<file path="src/core/bldc_pkg.sv">
// Constants shared by the commutation output block and its helpers.
// Assumes a 25 MHz clock and a classic Wishbone slave with byte addresses.
package bldc_pkg;

	// Clock rate, kept for reference; no count here is derived from it.
	localparam int unsigned CLK_HZ = 25000000;

	// Register byte offsets.
	localparam logic [7:0] CTRL_OFS = 8'h00;
	localparam logic [7:0] STATE_OFS = 8'h04;
	localparam logic [7:0] IRQ_STAT_OFS = 8'h08;
	localparam logic [7:0] IRQ_MASK_OFS = 8'h0C;

	// Control register fields.
	localparam int RUN_BIT = 0;
	localparam int LEAD_BIT = 1;
	localparam int OVERLAP_BIT = 2;
	localparam int POLARITY_BIT = 3;
	localparam int DIRECTION_BIT = 4;
	localparam int FST_LSB = 5;
	localparam logic [31:0] CTRL_RST = 32'h0000000C;

	// Status register fields.
	localparam int NATURAL_BIT = 0;
	localparam int OC_BIT = 1;
	localparam int STEP_LSB = 2;

	// Interrupt status and mask fields.
	localparam int EV_OC = 0;
	localparam int EV_NATURAL = 1;
	localparam int EV_STALL = 2;
	localparam int EV_COUNT = 3;

	// Forced commutation rate codes.
	localparam logic [1:0] FST_HIGH = 2'h0;
	localparam logic [1:0] FST_MIDDLE = 2'h1;

	// Carrier and step counting.
	localparam int CARRIER_BITS = 8;
	localparam int DUTY_BITS = 6;
	localparam int TIMER_BITS = 19;
	localparam logic [2:0] LAST_STEP = 3'h5;

endpackage

</file>
<file path="src/core/pwm_carrier.sv">
// Free-running PWM carrier with duty compare.
// Assumes the duty word is synchronous to the clock.
`timescale 1ns/1ns
module pwm_carrier
	import bldc_pkg::*;
(
	// Clock and reset.
	input wire logic clk_i,
	input wire logic rst_i,
	// Duty command and carrier output.
	input wire logic [DUTY_BITS-1:0] duty_i,
	output logic pwm_on_o
);

	typedef struct packed {
		logic [CARRIER_BITS-1:0] count;
		logic on;
	} carrier_t;

	carrier_t s;
	carrier_t n;

	always_comb begin
		n = s;
		// The carrier period is 256 clocks.
		n.count = CARRIER_BITS'(s.count + 8'h01);
		n.on = s.count[CARRIER_BITS-1:CARRIER_BITS-DUTY_BITS] < duty_i;
	end

	always_ff @(posedge clk_i) begin
		if (rst_i) begin
			s <= '0;
		end else begin
			s <= n;
		end
	end

	assign pwm_on_o = s.on;

endmodule

</file>
<file path="src/core/step_decode.sv">
// Maps a commutation step to the high-side and low-side phase masks.
// Bit 0 is phase U, bit 1 is V, bit 2 is W.
`timescale 1ns/1ns
module step_decode (
	// Step and direction.
	input wire logic [2:0] step_i,
	input wire logic reverse_i,
	// Phase masks.
	output logic [2:0] high_o,
	output logic [2:0] low_o
);

	logic [2:0] fh;
	logic [2:0] fl;

	always_comb begin
		unique case (step_i)
			3'h0: begin fh = 3'h1; fl = 3'h2; end
			3'h1: begin fh = 3'h1; fl = 3'h4; end
			3'h2: begin fh = 3'h2; fl = 3'h4; end
			3'h3: begin fh = 3'h2; fl = 3'h1; end
			3'h4: begin fh = 3'h4; fl = 3'h1; end
			3'h5: begin fh = 3'h4; fl = 3'h2; end
			default: begin fh = 3'h0; fl = 3'h0; end
		endcase
		// Reverse swaps V and W so the order becomes U, W, V.
		high_o = reverse_i ? {fh[1], fh[2], fh[0]} : fh;
		low_o = reverse_i ? {fl[1], fl[2], fl[0]} : fl;
	end

endmodule

</file>
<file path="src/core/bldc_commutation_outputs.sv">
// Commutation and gate-drive output logic of a sensorless BLDC controller.
// Assumes synchronous inputs, a classic Wishbone master and an external
// bridge that reads the six phase drives and the duty monitor.
//
// Implementation choices: the address map and the Wishbone register port.
`timescale 1ns/1ns

module bldc_commutation_outputs
	import bldc_pkg::*;
#(
	parameter int unsigned FORCED_BASE_CYCLES = 65536
) (
	// Clock and reset.
	input wire logic clk_i,
	input wire logic rst_i,
	// Wishbone slave.
	input wire logic wb_cyc_i,
	input wire logic wb_stb_i,
	input wire logic wb_we_i,
	input wire logic [7:0] wb_adr_i,
	input wire logic [3:0] wb_sel_i,
	input wire logic [31:0] wb_dat_i,
	output logic [31:0] wb_dat_o,
	output logic wb_ack_o,
	// Motor side inputs.
	input wire logic position_sense_i,
	input wire logic overcurrent_in_i,
	input wire logic [DUTY_BITS-1:0] speed_command_i,
	// Phase drives and monitor.
	output logic phase_u_high_drive_o,
	output logic phase_v_high_drive_o,
	output logic phase_w_high_drive_o,
	output logic phase_u_low_drive_o,
	output logic phase_v_low_drive_o,
	output logic phase_w_low_drive_o,
	output logic duty_monitor_o,
	// Interrupt.
	output logic irq_o
);

	typedef struct packed {
		logic ack;
		logic [31:0] rdat;
		logic run;
		logic lead_angle_select;
		logic overlap_select;
		logic drive_polarity_select;
		logic direction_select;
		logic [1:0] fst;
		logic [EV_COUNT-1:0] irq_stat;
		logic [EV_COUNT-1:0] irq_mask;
		logic irq;
		logic natural;
		logic seen_edge;
		logic pending;
		logic [2:0] step;
		logic [2:0] prev_step;
		logic [TIMER_BITS-1:0] forced_cnt;
		logic [TIMER_BITS-1:0] edge_cnt;
		logic [TIMER_BITS-1:0] interval;
		logic [TIMER_BITS-1:0] delay_cnt;
		logic [TIMER_BITS-1:0] ovl_cnt;
		logic wave_prev;
		logic oc_prev;
		logic [2:0] high_pin;
		logic [2:0] low_pin;
		logic duty;
	} state_t;

	state_t s;
	state_t n;

	logic pwm_on;
	logic [2:0] cur_high;
	logic [2:0] cur_low;
	logic [2:0] old_high;
	logic [2:0] old_low;

	pwm_carrier carrier (
		.clk_i(clk_i),
		.rst_i(rst_i),
		.duty_i(speed_command_i),
		.pwm_on_o(pwm_on)
	);

	step_decode cur_dec (
		.step_i(s.step),
		.reverse_i(s.direction_select),
		.high_o(cur_high),
		.low_o(cur_low)
	);

	step_decode old_dec (
		.step_i(s.prev_step),
		.reverse_i(s.direction_select),
		.high_o(old_high),
		.low_o(old_low)
	);

	always_comb begin
		logic [EV_COUNT-1:0] ev;
		logic [EV_COUNT-1:0] clr;
		logic [TIMER_BITS-1:0] period;
		logic [TIMER_BITS-1:0] ovl_len;
		logic wave_edge;
		logic active;
		logic advance;
		logic drive_ok;
		logic [2:0] hi;
		logic [2:0] lo;
		period = '0;
		ovl_len = '0;
		wave_edge = 1'b0;
		active = 1'b0;
		drive_ok = 1'b0;
		hi = 3'h0;
		lo = 3'h0;
		ev = '0;
		clr = '0;
		advance = 1'b0;
		n = s;
		wave_edge = position_sense_i != s.wave_prev;
		n.wave_prev = position_sense_i;
		n.oc_prev = overcurrent_in_i;
		// Wishbone: answer every access one cycle after the strobe.
		n.ack = 1'b0;
		n.rdat = '0;
		if (wb_cyc_i && wb_stb_i && !s.ack) begin
			n.ack = 1'b1;
			case (wb_adr_i)
				CTRL_OFS: begin
					n.rdat[FST_LSB+1:0] = {s.fst, s.direction_select,
						s.drive_polarity_select, s.overlap_select,
						s.lead_angle_select, s.run};
					if (wb_we_i && wb_sel_i[0]) begin
						n.run = wb_dat_i[RUN_BIT];
						n.lead_angle_select = wb_dat_i[LEAD_BIT];
						n.overlap_select = wb_dat_i[OVERLAP_BIT];
						n.drive_polarity_select = wb_dat_i[POLARITY_BIT];
						n.direction_select = wb_dat_i[DIRECTION_BIT];
						n.fst = wb_dat_i[FST_LSB+1:FST_LSB];
					end
				end
				STATE_OFS: begin
					n.rdat[NATURAL_BIT] = s.natural;
					n.rdat[OC_BIT] = s.oc_prev;
					n.rdat[STEP_LSB+2:STEP_LSB] = s.step;
				end
				IRQ_STAT_OFS: begin
					n.rdat[EV_COUNT-1:0] = s.irq_stat;
					if (wb_we_i && wb_sel_i[0]) begin
						clr = wb_dat_i[EV_COUNT-1:0];
					end
				end
				IRQ_MASK_OFS: begin
					n.rdat[EV_COUNT-1:0] = s.irq_mask;
					if (wb_we_i && wb_sel_i[0]) begin
						n.irq_mask = wb_dat_i[EV_COUNT-1:0];
					end
				end
				default: begin
				end
			endcase
		end
		// Forced rate divides by 6 steps of 2^16, 2^17 or 2^18 clocks.
		if (s.fst == FST_HIGH) begin
			period = TIMER_BITS'(FORCED_BASE_CYCLES);
		end else if (s.fst == FST_MIDDLE) begin
			period = TIMER_BITS'(FORCED_BASE_CYCLES * 2);
		end else begin
			period = TIMER_BITS'(FORCED_BASE_CYCLES * 4);
		end
		// Overlap tracks the lead angle; startup uses an eighth step.
		if (!s.natural) begin
			ovl_len = period >> 3;
		end else if (s.lead_angle_select) begin
			ovl_len = s.interval >> 2;
		end else begin
			ovl_len = s.interval >> 3;
		end
		active = s.run && (speed_command_i != '0);
		if (!active) begin
			n.natural = 1'b0;
			n.seen_edge = 1'b0;
			n.pending = 1'b0;
			n.forced_cnt = '0;
			n.edge_cnt = '0;
			n.ovl_cnt = '0;
		end else begin
			if (s.edge_cnt != '1) begin
				n.edge_cnt = TIMER_BITS'(s.edge_cnt + 19'h00001);
			end
			// Every edge of the majority signal marks 60 degrees.
			if (wave_edge) begin
				// Starting at one makes the count the full edge spacing.
				n.edge_cnt = 19'h00001;
				n.seen_edge = 1'b1;
				n.interval = s.edge_cnt;
			end
			if (!s.natural) begin
				// Forced steps on the timer alone, with no lead.
				if (s.forced_cnt >= period - 19'h00001) begin
					advance = 1'b1;
					n.forced_cnt = '0;
				end else begin
					n.forced_cnt = TIMER_BITS'(s.forced_cnt + 19'h00001);
				end
				// Faster than the forced rate means the back-EMF is usable.
				if (wave_edge && s.seen_edge && s.edge_cnt < period) begin
					n.natural = 1'b1;
					ev[EV_NATURAL] = 1'b1;
				end
			end else begin
				if (wave_edge) begin
					// Delay is 22.5 degrees, or 15 degrees with the lead select set.
					n.pending = 1'b1;
					if (s.lead_angle_select) begin
						n.delay_cnt = s.edge_cnt >> 2;
					end else begin
						n.delay_cnt = TIMER_BITS'((s.edge_cnt >> 2) +
							(s.edge_cnt >> 3));
					end
				end else if (s.pending) begin
					if (s.delay_cnt == '0) begin
						advance = 1'b1;
						n.pending = 1'b0;
					end else begin
						n.delay_cnt = TIMER_BITS'(s.delay_cnt - 19'h00001);
					end
				end
				// Too slow for the forced rate: fall back to startup.
				if (s.edge_cnt >= period) begin
					n.natural = 1'b0;
					n.pending = 1'b0;
					n.seen_edge = 1'b0;
					n.forced_cnt = '0;
					ev[EV_STALL] = 1'b1;
				end
			end
			if (advance) begin
				n.prev_step = s.step;
				n.step = (s.step == LAST_STEP) ? 3'h0 : 3'(s.step + 3'h1);
				// The outgoing pair stays on only when the overlap select is clear.
				n.ovl_cnt = s.overlap_select ? '0 : ovl_len;
			end else if (s.ovl_cnt != '0) begin
				n.ovl_cnt = TIMER_BITS'(s.ovl_cnt - 19'h00001);
			end
		end
		// Phase drives; overcurrent forces all of them inactive.
		drive_ok = active && !overcurrent_in_i;
		hi = cur_high | ((s.ovl_cnt != '0) ? old_high : 3'h0);
		lo = cur_low | ((s.ovl_cnt != '0) ? old_low : 3'h0);
		hi = drive_ok ? (hi & {3{pwm_on}}) : 3'h0;
		// High side is inverted when the select is high.
		n.high_pin = hi ^ {3{s.drive_polarity_select}};
		n.low_pin = drive_ok ? lo : 3'h0;
		n.duty = pwm_on && !overcurrent_in_i;
		if (overcurrent_in_i && !s.oc_prev) begin
			ev[EV_OC] = 1'b1;
		end
		// A new event outranks a clear written in the same cycle.
		n.irq_stat = (s.irq_stat & ~clr) | ev;
		n.irq = |(n.irq_stat & n.irq_mask);
	end

	always_ff @(posedge clk_i) begin
		if (rst_i) begin
			s <= '0;
			s.overlap_select <= CTRL_RST[OVERLAP_BIT];
			s.drive_polarity_select <= CTRL_RST[POLARITY_BIT];
			s.lead_angle_select <= CTRL_RST[LEAD_BIT];
			s.direction_select <= CTRL_RST[DIRECTION_BIT];
			s.fst <= CTRL_RST[FST_LSB+1:FST_LSB];
			s.high_pin <= {3{CTRL_RST[POLARITY_BIT]}};
			// The sense line idles high, so a low here would fake an edge.
			s.wave_prev <= 1'b1;
		end else begin
			s <= n;
		end
	end

	assign wb_dat_o = s.rdat;
	assign wb_ack_o = s.ack;
	assign phase_u_high_drive_o = s.high_pin[0];
	assign phase_v_high_drive_o = s.high_pin[1];
	assign phase_w_high_drive_o = s.high_pin[2];
	assign phase_u_low_drive_o = s.low_pin[0];
	assign phase_v_low_drive_o = s.low_pin[1];
	assign phase_w_low_drive_o = s.low_pin[2];
	assign duty_monitor_o = s.duty;
	assign irq_o = s.irq;

endmodule

</file>
<file path="config.mk">
export PLATFORM = sky130hd
export DESIGN_NAME = bldc_commutation_outputs
export DESIGN_NICKNAME = d
export VERILOG_FILES = /design/src/core/bldc_pkg.sv /design/src/core/pwm_carrier.sv /design/src/core/step_decode.sv /design/src/core/bldc_commutation_outputs.sv
export SDC_FILE = /design/constraint.sdc
export NUM_CORES = 1
export LEC_CHECK = 0
export ABC_AREA = 1
export BUFFER_PORTS_ARGS = -buffer_cell sky130_fd_sc_hd__buf_2
export CORE_ASPECT_RATIO = 1.2
export CORE_MARGIN = 5
export CORE_UTILIZATION = 61
export DETAILED_ROUTE_END_ITERATION = 6
export PLACE_DENSITY_LB_ADDON = 0.3
export SLEW_MARGIN = 20
export SYNTH_ARGS = -nofsm -noshare
export SYNTH_HDL_FRONTEND = slang
export SYNTH_SLANG_ARGS = --single-unit
</file>
<file path="constraint.sdc">
create_clock -name clk_i -period 3.3 [get_ports clk_i]
set_input_delay 0.33 -clock clk_i [delete_from_list [all_inputs] [get_ports clk_i]]
set_output_delay 0.33 -clock clk_i [all_outputs]
set_load 0.02 [all_outputs]
</file>
==> results of run 1 <==
cell type report:
class / instances / area share (%)
Tap cell: 204 / 2.55
Multi-Input combinational cell: 1039 / 52.9
Sequential cell: 142 / 28.4
Timing Repair Buffer: 53 / 2.88
Clock buffer: 18 / 4.29
Inverter: 188 / 7.09
Clock inverter: 14 / 1.82
worst max-delay path by stage:
stage | cells past startpoint | startpoint | to
final | 10 | s[121]$_SDFFE_PP0P_ | s[110]$_SDFFE_PP0P_
after global routing | 10 | s[121]$_SDFFE_PP0P_ | s[110]$_SDFFE_PP0P_
after CTS | 10 | s[121]$_SDFFE_PP0P_ | s[110]$_SDFFE_PP0P_
after detailed placement | 10 | s[121]$_SDFFE_PP0P_ | s[110]$_SDFFE_PP0P_
after global placement | 10 | s[121]$_SDFFE_PP0P_ | s[110]$_SDFFE_PP0P_
after floorplan | 10 | s[69]$_SDFFE_PP0P_ | s[68]$_SDFFE_PP0P_
stage by stage:
stage | power [mW] | instances | cell area (um2) | hold WS, ps | utilization [%]
floorplan | 1.89 | 1439 | 9260 | 408 | -
global placement | 1.91 | 1626 | 9380 | 433 | 63.0
detailed placement | 1.91 | 1626 | 9380 | 444 | 63.0
CTS | 3.89 | 1658 | 9990 | 116 | 67.1
global route | 4.00 | 1658 | 9990 | 124 | 67.1
finish | 3.87 | 1658 | 9990 | 133 | 67.1
state kept, by name (all words and copies together) (netlist names):
signal	flops
phase_v_low_drive_o	1
phase_v_high_drive_o	1
phase_u_high_drive_o	1
phase_w_high_drive_o	1
irq_o	1
wb_ack_o	1
duty_monitor_o	1
phase_w_low_drive_o	1
s	117
carrier.s	8
phase_u_low_drive_o	1
carrier.pwm_on_o	1
wb_dat_o	7
per-layer routing:
metal | track usage, % | up-vias | share of wire [%]
met5 | 0 | - | 0
met2 | 46.5 | 284 | 49
met4 | 13.0 | 0 | 3.9
met1 | 32.4 | 4136 | 42
li1 | - | 4596 | -
met3 | 5.24 | 63 | 5.2
cell usage after synthesis, drive strengths merged (6+ instances only):
cell type	number
ha	44
nand4	25
xnor2	8
o211ai	6
dfxtp	142
inv	183
nor2	159
clkbuf	26
a31oi	12
nor3	28
o21ai	84
nand3	96
nand2	325
a21oi	149
or2	9
buf	44
xor2	30
power breakdown:
group / switching, mW / internal [mW] / leakage, nW
Sequential: 0.00554 / 1.72 / 1.15
Clock: 0.789 / 1.20 / 0.302
Combinational: 0.107 / 0.0440 / 3.20
Total: 0.903 / 2.97 / 4.65
kinds of logic after synthesis:
group	synth area share (%)
and+or+nand+nor	30.4
AOI/OAI and AO/OA	16.1
buffers and inverters	12.3
DFF	31.0
adders and majority gates	6.22
xor gates and xnor gates	3.83
other	0.0819
==> reports/qor.csv, run 1 <==
metric,value,unit
hold_buf cts,0,
clk_skew,7.79,ps
most frequent standard cell in the layout excluding fill and tap cells,nand2_1,
floorplan die width,122,um
Peak supply drop,0.326,mV
number of primary I/O pins,98,
Synth top area share,31.0,%
die area,0.0176,mm2
Synth Instances,1415,
maximum fanout encountered on the critical timing path,9,
Max Slew Vio Count,0,
number of buffers added on ports,44,
gpl congestion,0.904,
required time of the worst setup path,3650,ps
sequential cell area fraction in the yosys report,31.0,%
final number of hold-violating endpoints,0,
launch point of the worst reg-to-reg path,s[121]$_SDFFE_PP0P_,
register-to-register setup slack,820,ps
DRC,0,
# H-tree levels,4,
slack of the critical path,820,ps
Core Rows,49,
worst-case clock buffer depth,2,
Slew HR,50.8,%
Initial DRC Count,653,
CP endpoint kind,register,
clock network latency to the later pin of the worst-skew pair,420,ps
Min-Delay Startpoint,overcurrent_in_i,
Area Overhead vs Synth,8.96,%
share of flip-flops with an asynchronous set or reset after synthesis,0,%
nature of the critical path startpoint,register,
"Top FF cell, synth",dfxtp_1,
Avg Inst Size Synth,6.48,um2
CTS tree,yes,
portion of the clock cycle consumed by the worst path in the final layout,75.2,%
maximum number of pins on one net before global-route repair,40,
root buffer cell,clkbuf_16,
CP Data Arrival Time,2830,ps
Worst path top cell family by delay,simple AND/OR/NAND/NOR gates,
Worst Tran Pin Value,736,ps
synth top area cells,"dfxtp_1 (31%), nand2_1 (13%), a21oi_1 (8.1%)",
Hold Path Stages,2,
DR WL/cell,14.1,um
unrepaired setup endpoints after global routing,no,
final global-route overflow total,0,
most used cells in the layout excluding fill and tap cells,"nand2_1 (323), inv_1 (180), nor2_1 (151)",
number of storage elements in the synthesis netlist,142,
max-capacitance violation count,0,
cell area power density,388,mW/mm2
Die Y,144,um
FMAX,403,MHz
Filler Cells Inserted,1345,
vias per cell,5.48,
Final Setup Violations,0,
sequential cell area,0.00284,mm2
Synth Cell Area,0.00917,mm2
class of the worst hold path,in -> reg,
capture instance of the worst register-to-register path,s[110]$_SDFFE_PP0P_,
count of inserted antenna diode cells,0,
static power due to leakage,4.65,nW
number of search-and-repair iterations in the first detailed-routing pass,5,
vias in the first global route,8523,
number of synthesized flops with an enable pin,0,
initial antenna violation count,0,
minimum clock period,2480,ps
share of post-route cells with drive strength above 1,7.84,%
delay of the slowest cell on the worst path,510,ps
clock transition at the registers of the reported paths,70,ps
cell-by-cell trace of the critical path,"inv_1, nand2_1, ha_1, nand2_1, o21ai_0, inv_1, nand2_1, nor2_1, nand2_1, o21ai_0",
kind of critical path,reg -> reg,
endpoint with the worst hold slack,duty_monitor_o$_SDFF_PP0_,
post-place setup slack,855,ps
cell with the largest stage delay on the worst path,nor2_1,
status,"finished, final reports clean",
Sinks on Clock Net,142,
largest area contributor in the netlist,dfxtp_1,
Register-to-Register Path Depth,10,
"Warnings, synthesis",0,
Final #Nets,1543,
setup repair bufs after CTS,0,
cell type with the highest occurrence count on the critical path,nand2_1,
CTS buffer count,17,
post-synthesis cell type count,52,
detailed-route via count,9079,
area inside the core boundary,0.0149,mm2
GRT Overall Usage,27.0,%
post_cts resized,0,
Total Routed Length,23400,um
effective utilization at floorplan,61.6,%
final setup TNS,0,ps
Detailed Place HPWL,17200,um
area of the multi-input gates,0.00529,mm2
worst path buffer plus inverter count,2,
wire length of the first global-routing pass,38700,um
number of nets still failing antenna checks after routing,0,
No activity file was read; power rests on OpenSTA's default activity.
==> run 2: changes to the inputs <==
- ABC_AREA: 1 -> 0
- CORE_UTILIZATION: 61 -> 54
- clock period: 3.3 -> 2.2 ns (I/O delays scaled with it)
==> run 2 against run 1 <==
Compared with the run above:
- non-clock buffer count grew 142
- via count decreased by 8.6%
- total power rose by 50%
- largest power group unchanged
- the run now ends with setup timing left
- utilization rose by 2.9 points
- combinational power grew 77%
- highest routed layer unchanged
- design area grew 9.5%
- sequential power is 50% higher
- sequential share of layout area fell by 2.4 points
- critical path depth fell by 1
- worst hold slack worse by 110 ps
- clock skew about the same
- die area up 5.5%
- largest cell class unchanged
==> reports/qor.csv, run 2 <==
metric,value,unit
status,finished with violations,
violations in the final reports,setup timing,
fraction of power spent switching nets,23.3,%
number of buffers added on ports,44,
Sinks on Clock Net,142,
portion of the clock cycle consumed by the worst path in the final layout,106,%
# H-tree levels,4,
count of inserted antenna diode cells,0,
Initial DRC Count,627,
final core utilization,70.0,%
Max Slew Vio Count,0,
synth top area cells,"dfxtp_1 (33%), ha_1 (6.4%), nor2_1 (6.2%)",
number of search-and-repair iterations in the first detailed-routing pass,6,
root buffer cell,clkbuf_16,
endpoint with the worst hold slack,s[123]$_SDFFE_PP1P_,
number of primary I/O pins,98,
share of flip-flops with an asynchronous set or reset after synthesis,0,%
worst-case clock buffer depth,2,
most frequent standard cell in the layout excluding fill and tap cells,nor2_1,
slack of the critical path,-130,ps
Final Setup Violations,12,
Worst path top cell family by delay,compound AO/OA/AOI/OAI gates,
register-to-register setup slack,-130,ps
static power due to leakage,4.51,nW
delay of the slowest cell on the worst path,400,ps
largest area contributor in the netlist,dfxtp_1,
unrepaired setup endpoints after global routing,yes,
final number of hold-violating endpoints,0,
CTS buffer count,17,
gpl congestion,0.891,
cell with the largest stage delay on the worst path,a221o_2,
effective utilization at floorplan,55.0,%
initial antenna violation count,0,
class of the worst hold path,in -> reg,
Peak supply drop,0.520,mV
Total Routed Length,23300,um
register share of total power,44.5,%
maximum number of pins on one net before global-route repair,67,
GRT Overall Usage,24.3,%
kind of critical path,reg -> reg,
CTS tree,yes,
CP endpoint kind,register,
Comb power frac,4.6,%
number of nets still failing antenna checks after routing,0,
hold_buf cts,0,
die area,0.0186,mm2
final hold slack,21.1,ps
clock transition at the registers of the reported paths,60,ps
Synth Instances,1053,
vias in the first global route,7944,
proportion of power drawn by the clock network,50.9,%
top cells by instance count after synthesis,"dfxtp_1 (142), nor2_1 (142), a21oi_1 (69), nand2_1 (68), o21ai_0 (53)",
minimum clock period,2330,ps
required time of the worst setup path,2510,ps
"Top FF cell, synth",dfxtp_1,
worst path buffer plus inverter count,1,
Avg Inst Size Synth,8.17,um2
area inside the core boundary,0.0156,mm2
Die Y,148,um
sequential cell area fraction in the yosys report,33.0,%
vias per cell,5.82,
CP Data Arrival Time,2640,ps
launch point of the worst reg-to-reg path,s[69]$_SDFFE_PP0P_,
Area Overhead vs Synth,27.1,%
Int Pwr,4.45,mW
Worst Tran Pin Value,767,ps
clock network latency to the later pin of the worst-skew pair,430,ps
Register-to-Register Path Depth,9,
DR WL/cell,16.4,um
capture instance of the worst register-to-register path,s[44]$_SDFFE_PP0P_,
clk_skew,7.76,ps
final global-route overflow total,0,
Slew HR,48.9,%
nature of the critical path startpoint,register,
Detailed Place HPWL,16400,um
Top reg by flops,s,
cell area power density,531,mW/mm2
Min-Delay Startpoint,wb_dat_i[3],
detailed-route via count,8299,
number of storage elements in the synthesis netlist,142,
floorplan die width,125,um
FMAX,429,MHz
Final #Nets,1307,
maximum fanout encountered on the critical timing path,6,
Hold Path Stages,3,
max-capacitance violation count,0,
net switching component of the power,1.36,mW
cell-by-cell trace of the critical path,"ha_4, fa_2, a21o_1, a221o_2, a211oi_2, buf_4, o21a_1, o21ai_1, a32o_1",
most used cells in the layout excluding fill and tap cells,"nor2_1 (139), dfxtp_1 (137), buf_4 (136)",
Synth Cell Area,0.00861,mm2
Core Rows,50,
post-synthesis cell type count,76,
share of post-route cells with drive strength above 1,26.0,%
"Warnings, synthesis",0,
final setup TNS,-566,ps
Synth top area share,33.0,%
wire length of the first global-routing pass,37700,um
number of synthesized flops with an enable pin,0,
DRC,0,
number of flip-flops under the largest register name,117,
run 2: changes by cell type in the layout (fill, tap and decap cells not counted), moves of 12 or more:
cell and change:
and3_1 +16, o21ai_0 -46, nand3_1 -59, mux2i_1 +40, buf_4 +127, xnor2_1 +30, a21oi_1 -81, xor2_1 -12
inv_1 -145, nand2_1 -258, nor2_1 -12
run 2: power by group through the flow:
| stage | Clock (mW) | Sequential (mW) | Combinational, mW |
|---|---|---|---|
| after floorplan | 0 | 2.65 | 0.196 |
| after global placement | 0 | 2.65 | 0.249 |
| after detailed placement | 0 | 2.65 | 0.252 |
| after CTS | 2.98 | 2.59 | 0.259 |
| after global routing | 3.10 | 2.59 | 0.289 |
| final | 2.95 | 2.59 | 0.268 |
run 2: timing repair:
item | 4_1_cts | 5_1_grt
endpoints found under the setup margin | 48 | 60
gates resized for setup | 34 | 62
cloned | 0 | 1
pin swaps | 18 | 33
setup buffers | 9 | 7
run 2: kinds of logic (layout without fill, tap and decap cells):
group / Yosys count / after routing / share of synthesized area [%]
compound gates: 241 / 241 / 18.1
flops: 142 / 142 / 33.0
xor+xnor: 58 / 58 / 5.90
mux: 48 / 48 / 6.06
fa+ha+maj: 45 / 45 / 6.63
simple gates: 394 / 394 / 23.1
other cells: 2 / 26 / 0.0873
buf+inv: 123 / 264 / 7.11
run 2: layout make-up:
class                   instances  area, um2
repair buffers                195       1460
clock inverters                13        164
fillers                      1171       4700
flip-flops and latches        142       2850
well taps                     208        260
inverters                      37        141
clock buffers                  19        433
multi-input cells             812       5630
run 2: worst min-delay path: stages:
cell and delay, ps:
buf_2 80, mux2i_1 50, nand2_1 60
run 2: how the worst max path moves through the flow:
stage | start | endpoint | slack [ps] | cells past startpoint
after CTS | s[69]$_SDFFE_PP0P_ | s[44]$_SDFFE_PP0P_ | -130 | 9
after floorplan | s[69]$_SDFFE_PP0P_ | s[44]$_SDFFE_PP0P_ | -70 | 8
after detailed placement | s[69]$_SDFFE_PP0P_ | s[36]$_SDFFE_PP0P_ | -210 | 8
after global routing | s[69]$_SDFFE_PP0P_ | s[42]$_SDFFE_PP0P_ | -230 | 9
after global placement | s[121]$_SDFFE_PP0P_ | s[93]$_SDFFE_PP0P_ | -340 | 9
final | s[69]$_SDFFE_PP0P_ | s[44]$_SDFFE_PP0P_ | -130 | 9
run 2: layer usage:
layer	vias to the layer above	GRT usage, %	routed length, um
li1	4039	-	-
met1	3921	28.0	9600
met2	293	44.4	12100
met3	46	4.63	1170
met4	0	9.06	478
met5	-	0	0
run 2: per-stage QoR:
stage | cells | instance area [um2] | worst slack (ps) | total power [mW]
floorplan | 1077 | 8730 | -71.8 | 2.84
global placement | 1380 | 9820 | -341 | 2.89
detailed placement | 1380 | 9820 | -206 | 2.90
CTS | 1420 | 10600 | -132 | 5.83
global route | 1426 | 10900 | -231 | 5.98
finish | 1426 | 10900 | -130 | 5.81
==> run 3: changes to the inputs <==
- CTS_CLUSTER_SIZE: unset -> 25
- SKIP_CTS_REPAIR_TIMING: unset -> 1
==> run 3 against run 2 <==
Compared with the run above:
- the run still ends with setup timing left
- critical path depth unchanged
- combinational power about the same
- global-route usage fell by 0.45 points
- design area grew 0.90%
- total power hardly changed
- sequential power is essentially flat
- routed wire length rose by 1.7%
- count of clock-buffer cells in the layout unchanged
- die area unchanged
- clock power about the same
- critical path type unchanged
- critical endpoint is now s[36]$_SDFFE_PP0P_
- largest cell class unchanged
- largest power group unchanged
- highest routed layer unchanged
==> reports/qor.csv, run 3 (synthesis gave the netlist of run 2 again) <==
metric,value,unit
final global-route overflow total,0,
maximum fanout encountered on the critical timing path,5,
DR WL/cell,16.6,um
portion of the clock cycle consumed by the worst path in the final layout,107,%
final number of hold-violating endpoints,0,
worst-case clock buffer depth,2,
number of search-and-repair iterations in the first detailed-routing pass,5,
gpl congestion,0.891,
clock transition at the registers of the reported paths,60,ps
minimum clock period,2360,ps
CTS buffer count,17,
unrepaired setup endpoints after global routing,yes,
status,finished with violations,
post-place setup slack,-206,ps
vias per cell,5.81,
Sinks on Clock Net,142,
FMAX,424,MHz
Crit path depth,9,
Hold Path Stages,3,
kind of critical path,reg -> reg,
Register-to-Register Path Depth,9,
floorplan die width,125,um
clk_skew,7.95,ps
nature of the critical path startpoint,register,
share of post-route cells with drive strength above 1,26.8,%
Peak supply drop,0.521,mV
vias in the first global route,7771,
root buffer cell,clkbuf_16,
max-capacitance violation count,0,
initial antenna violation count,0,
cell area power density,526,mW/mm2
number of nets still failing antenna checks after routing,0,
Initial DRC Count,744,
# H-tree levels,4,
area inside the core boundary,0.0156,mm2
instance count after placement with tap cells included,1380,
Area Overhead vs Synth,28.3,%
GRT Overall Usage,23.8,%
Worst path top cell family by delay,compound AO/OA/AOI/OAI gates,
Top reg by flops,s,
number of primary I/O pins,98,
Max Slew Vio Count,0,
Core Rows,50,
cell with the largest stage delay on the worst path,a221o_2,
Slew HR,50.3,%
violations in the final reports,setup timing,
CP Data Arrival Time,2710,ps
most used cells in the layout excluding fill and tap cells,"nor2_1 (138), buf_4 (136), dfxtp_1 (134)",
count of inserted antenna diode cells,0,
CTS tree,yes,
delay of the slowest cell on the worst path,410,ps
clock network latency to the later pin of the worst-skew pair,420,ps
detailed-route via count,8305,
required time of the worst setup path,2550,ps
CP endpoint kind,register,
most frequent standard cell in the layout excluding fill and tap cells,nor2_1,
die area,0.0186,mm2
static power due to leakage,4.56,nW
final instance area,0.0110,mm2
Total Routed Length,23700,um
cell-by-cell trace of the critical path,"ha_4, fa_2, a21o_1, a221o_2, buf_4, and4_1, o41ai_2, o21ai_1, o22ai_1",
wire length of the first global-routing pass,36900,um
Die Y,148,um
standard cell area after detailed placement,0.00982,mm2
Final #Nets,1311,
maximum number of pins on one net before global-route repair,67,
number of flip-flops under the largest register name,117,
number of buffers added on ports,44,
worst path buffer plus inverter count,1,
Final Setup Violations,27,
filler-free cell count of the finished design,1430,
effective utilization at floorplan,55.0,%
slack of the critical path,-161,ps
DRC,0,
final core utilization,70.6,%
Worst Tran Pin Value,745,ps
class of the worst hold path,in -> reg,
Detailed Place HPWL,16400,um
[run 3: worst min-delay path: stages]
cell,delay (ps)
buf_2,80
mux2i_1,50
nand2_1,60
[run 3: final timing paths]
check                     startpoint                 endpoint  slack (ps)
max               s[69]$_SDFFE_PP0P_       s[36]$_SDFFE_PP0P_        -160
min                      wb_dat_i[3]      s[123]$_SDFFE_PP1P_          20
max reg2reg       s[69]$_SDFFE_PP0P_       s[36]$_SDFFE_PP0P_        -160
min reg2reg  carrier.s[1]$_SDFF_PP0_  carrier.s[1]$_SDFF_PP0_         450
[run 3: per-layer routing]
layer | GRT usage, % | part of all wire [%]
met4 | 8.62 | 3.0
met1 | 27.6 | 40
met5 | 0 | 0
met3 | 4.60 | 5.0
met2 | 43.5 | 52
[run 3: final cells by class]
| type | count | area [um2] |
|---|---|---|
| tap | 208 | 260 |
| inverter | 37 | 139 |
| fill | 1171 | 4600 |
| clock buffer | 19 | 433 |
| clock inverter | 13 | 164 |
| multi-input combinational | 813 | 5680 |
| timing repair buffer | 198 | 1500 |
| sequential | 142 | 2860 |
[run 3: through the flow]
step,hold slack [ps],setup TNS [ps],power [mW]
3_3_place_gp,426,-6120,2.89
6_report,21.3,-1720,5.81
4_1_cts,15.0,-4190,5.82
5_1_grt,35.8,-4080,5.98
3_5_place_dp,445,-3050,2.90
2_1_floorplan,299,-105,2.84
[run 3: power by group]
group / total [mW] / switching (mW) / leakage, nW / internal [mW]
sequential: 2.59 / 0.00746 / 1.15 / 2.58
combinational: 0.268 / 0.182 / 3.12 / 0.0861
clock: 2.95 / 1.16 / 0.293 / 1.79
total: 5.81 / 1.35 / 4.56 / 4.46
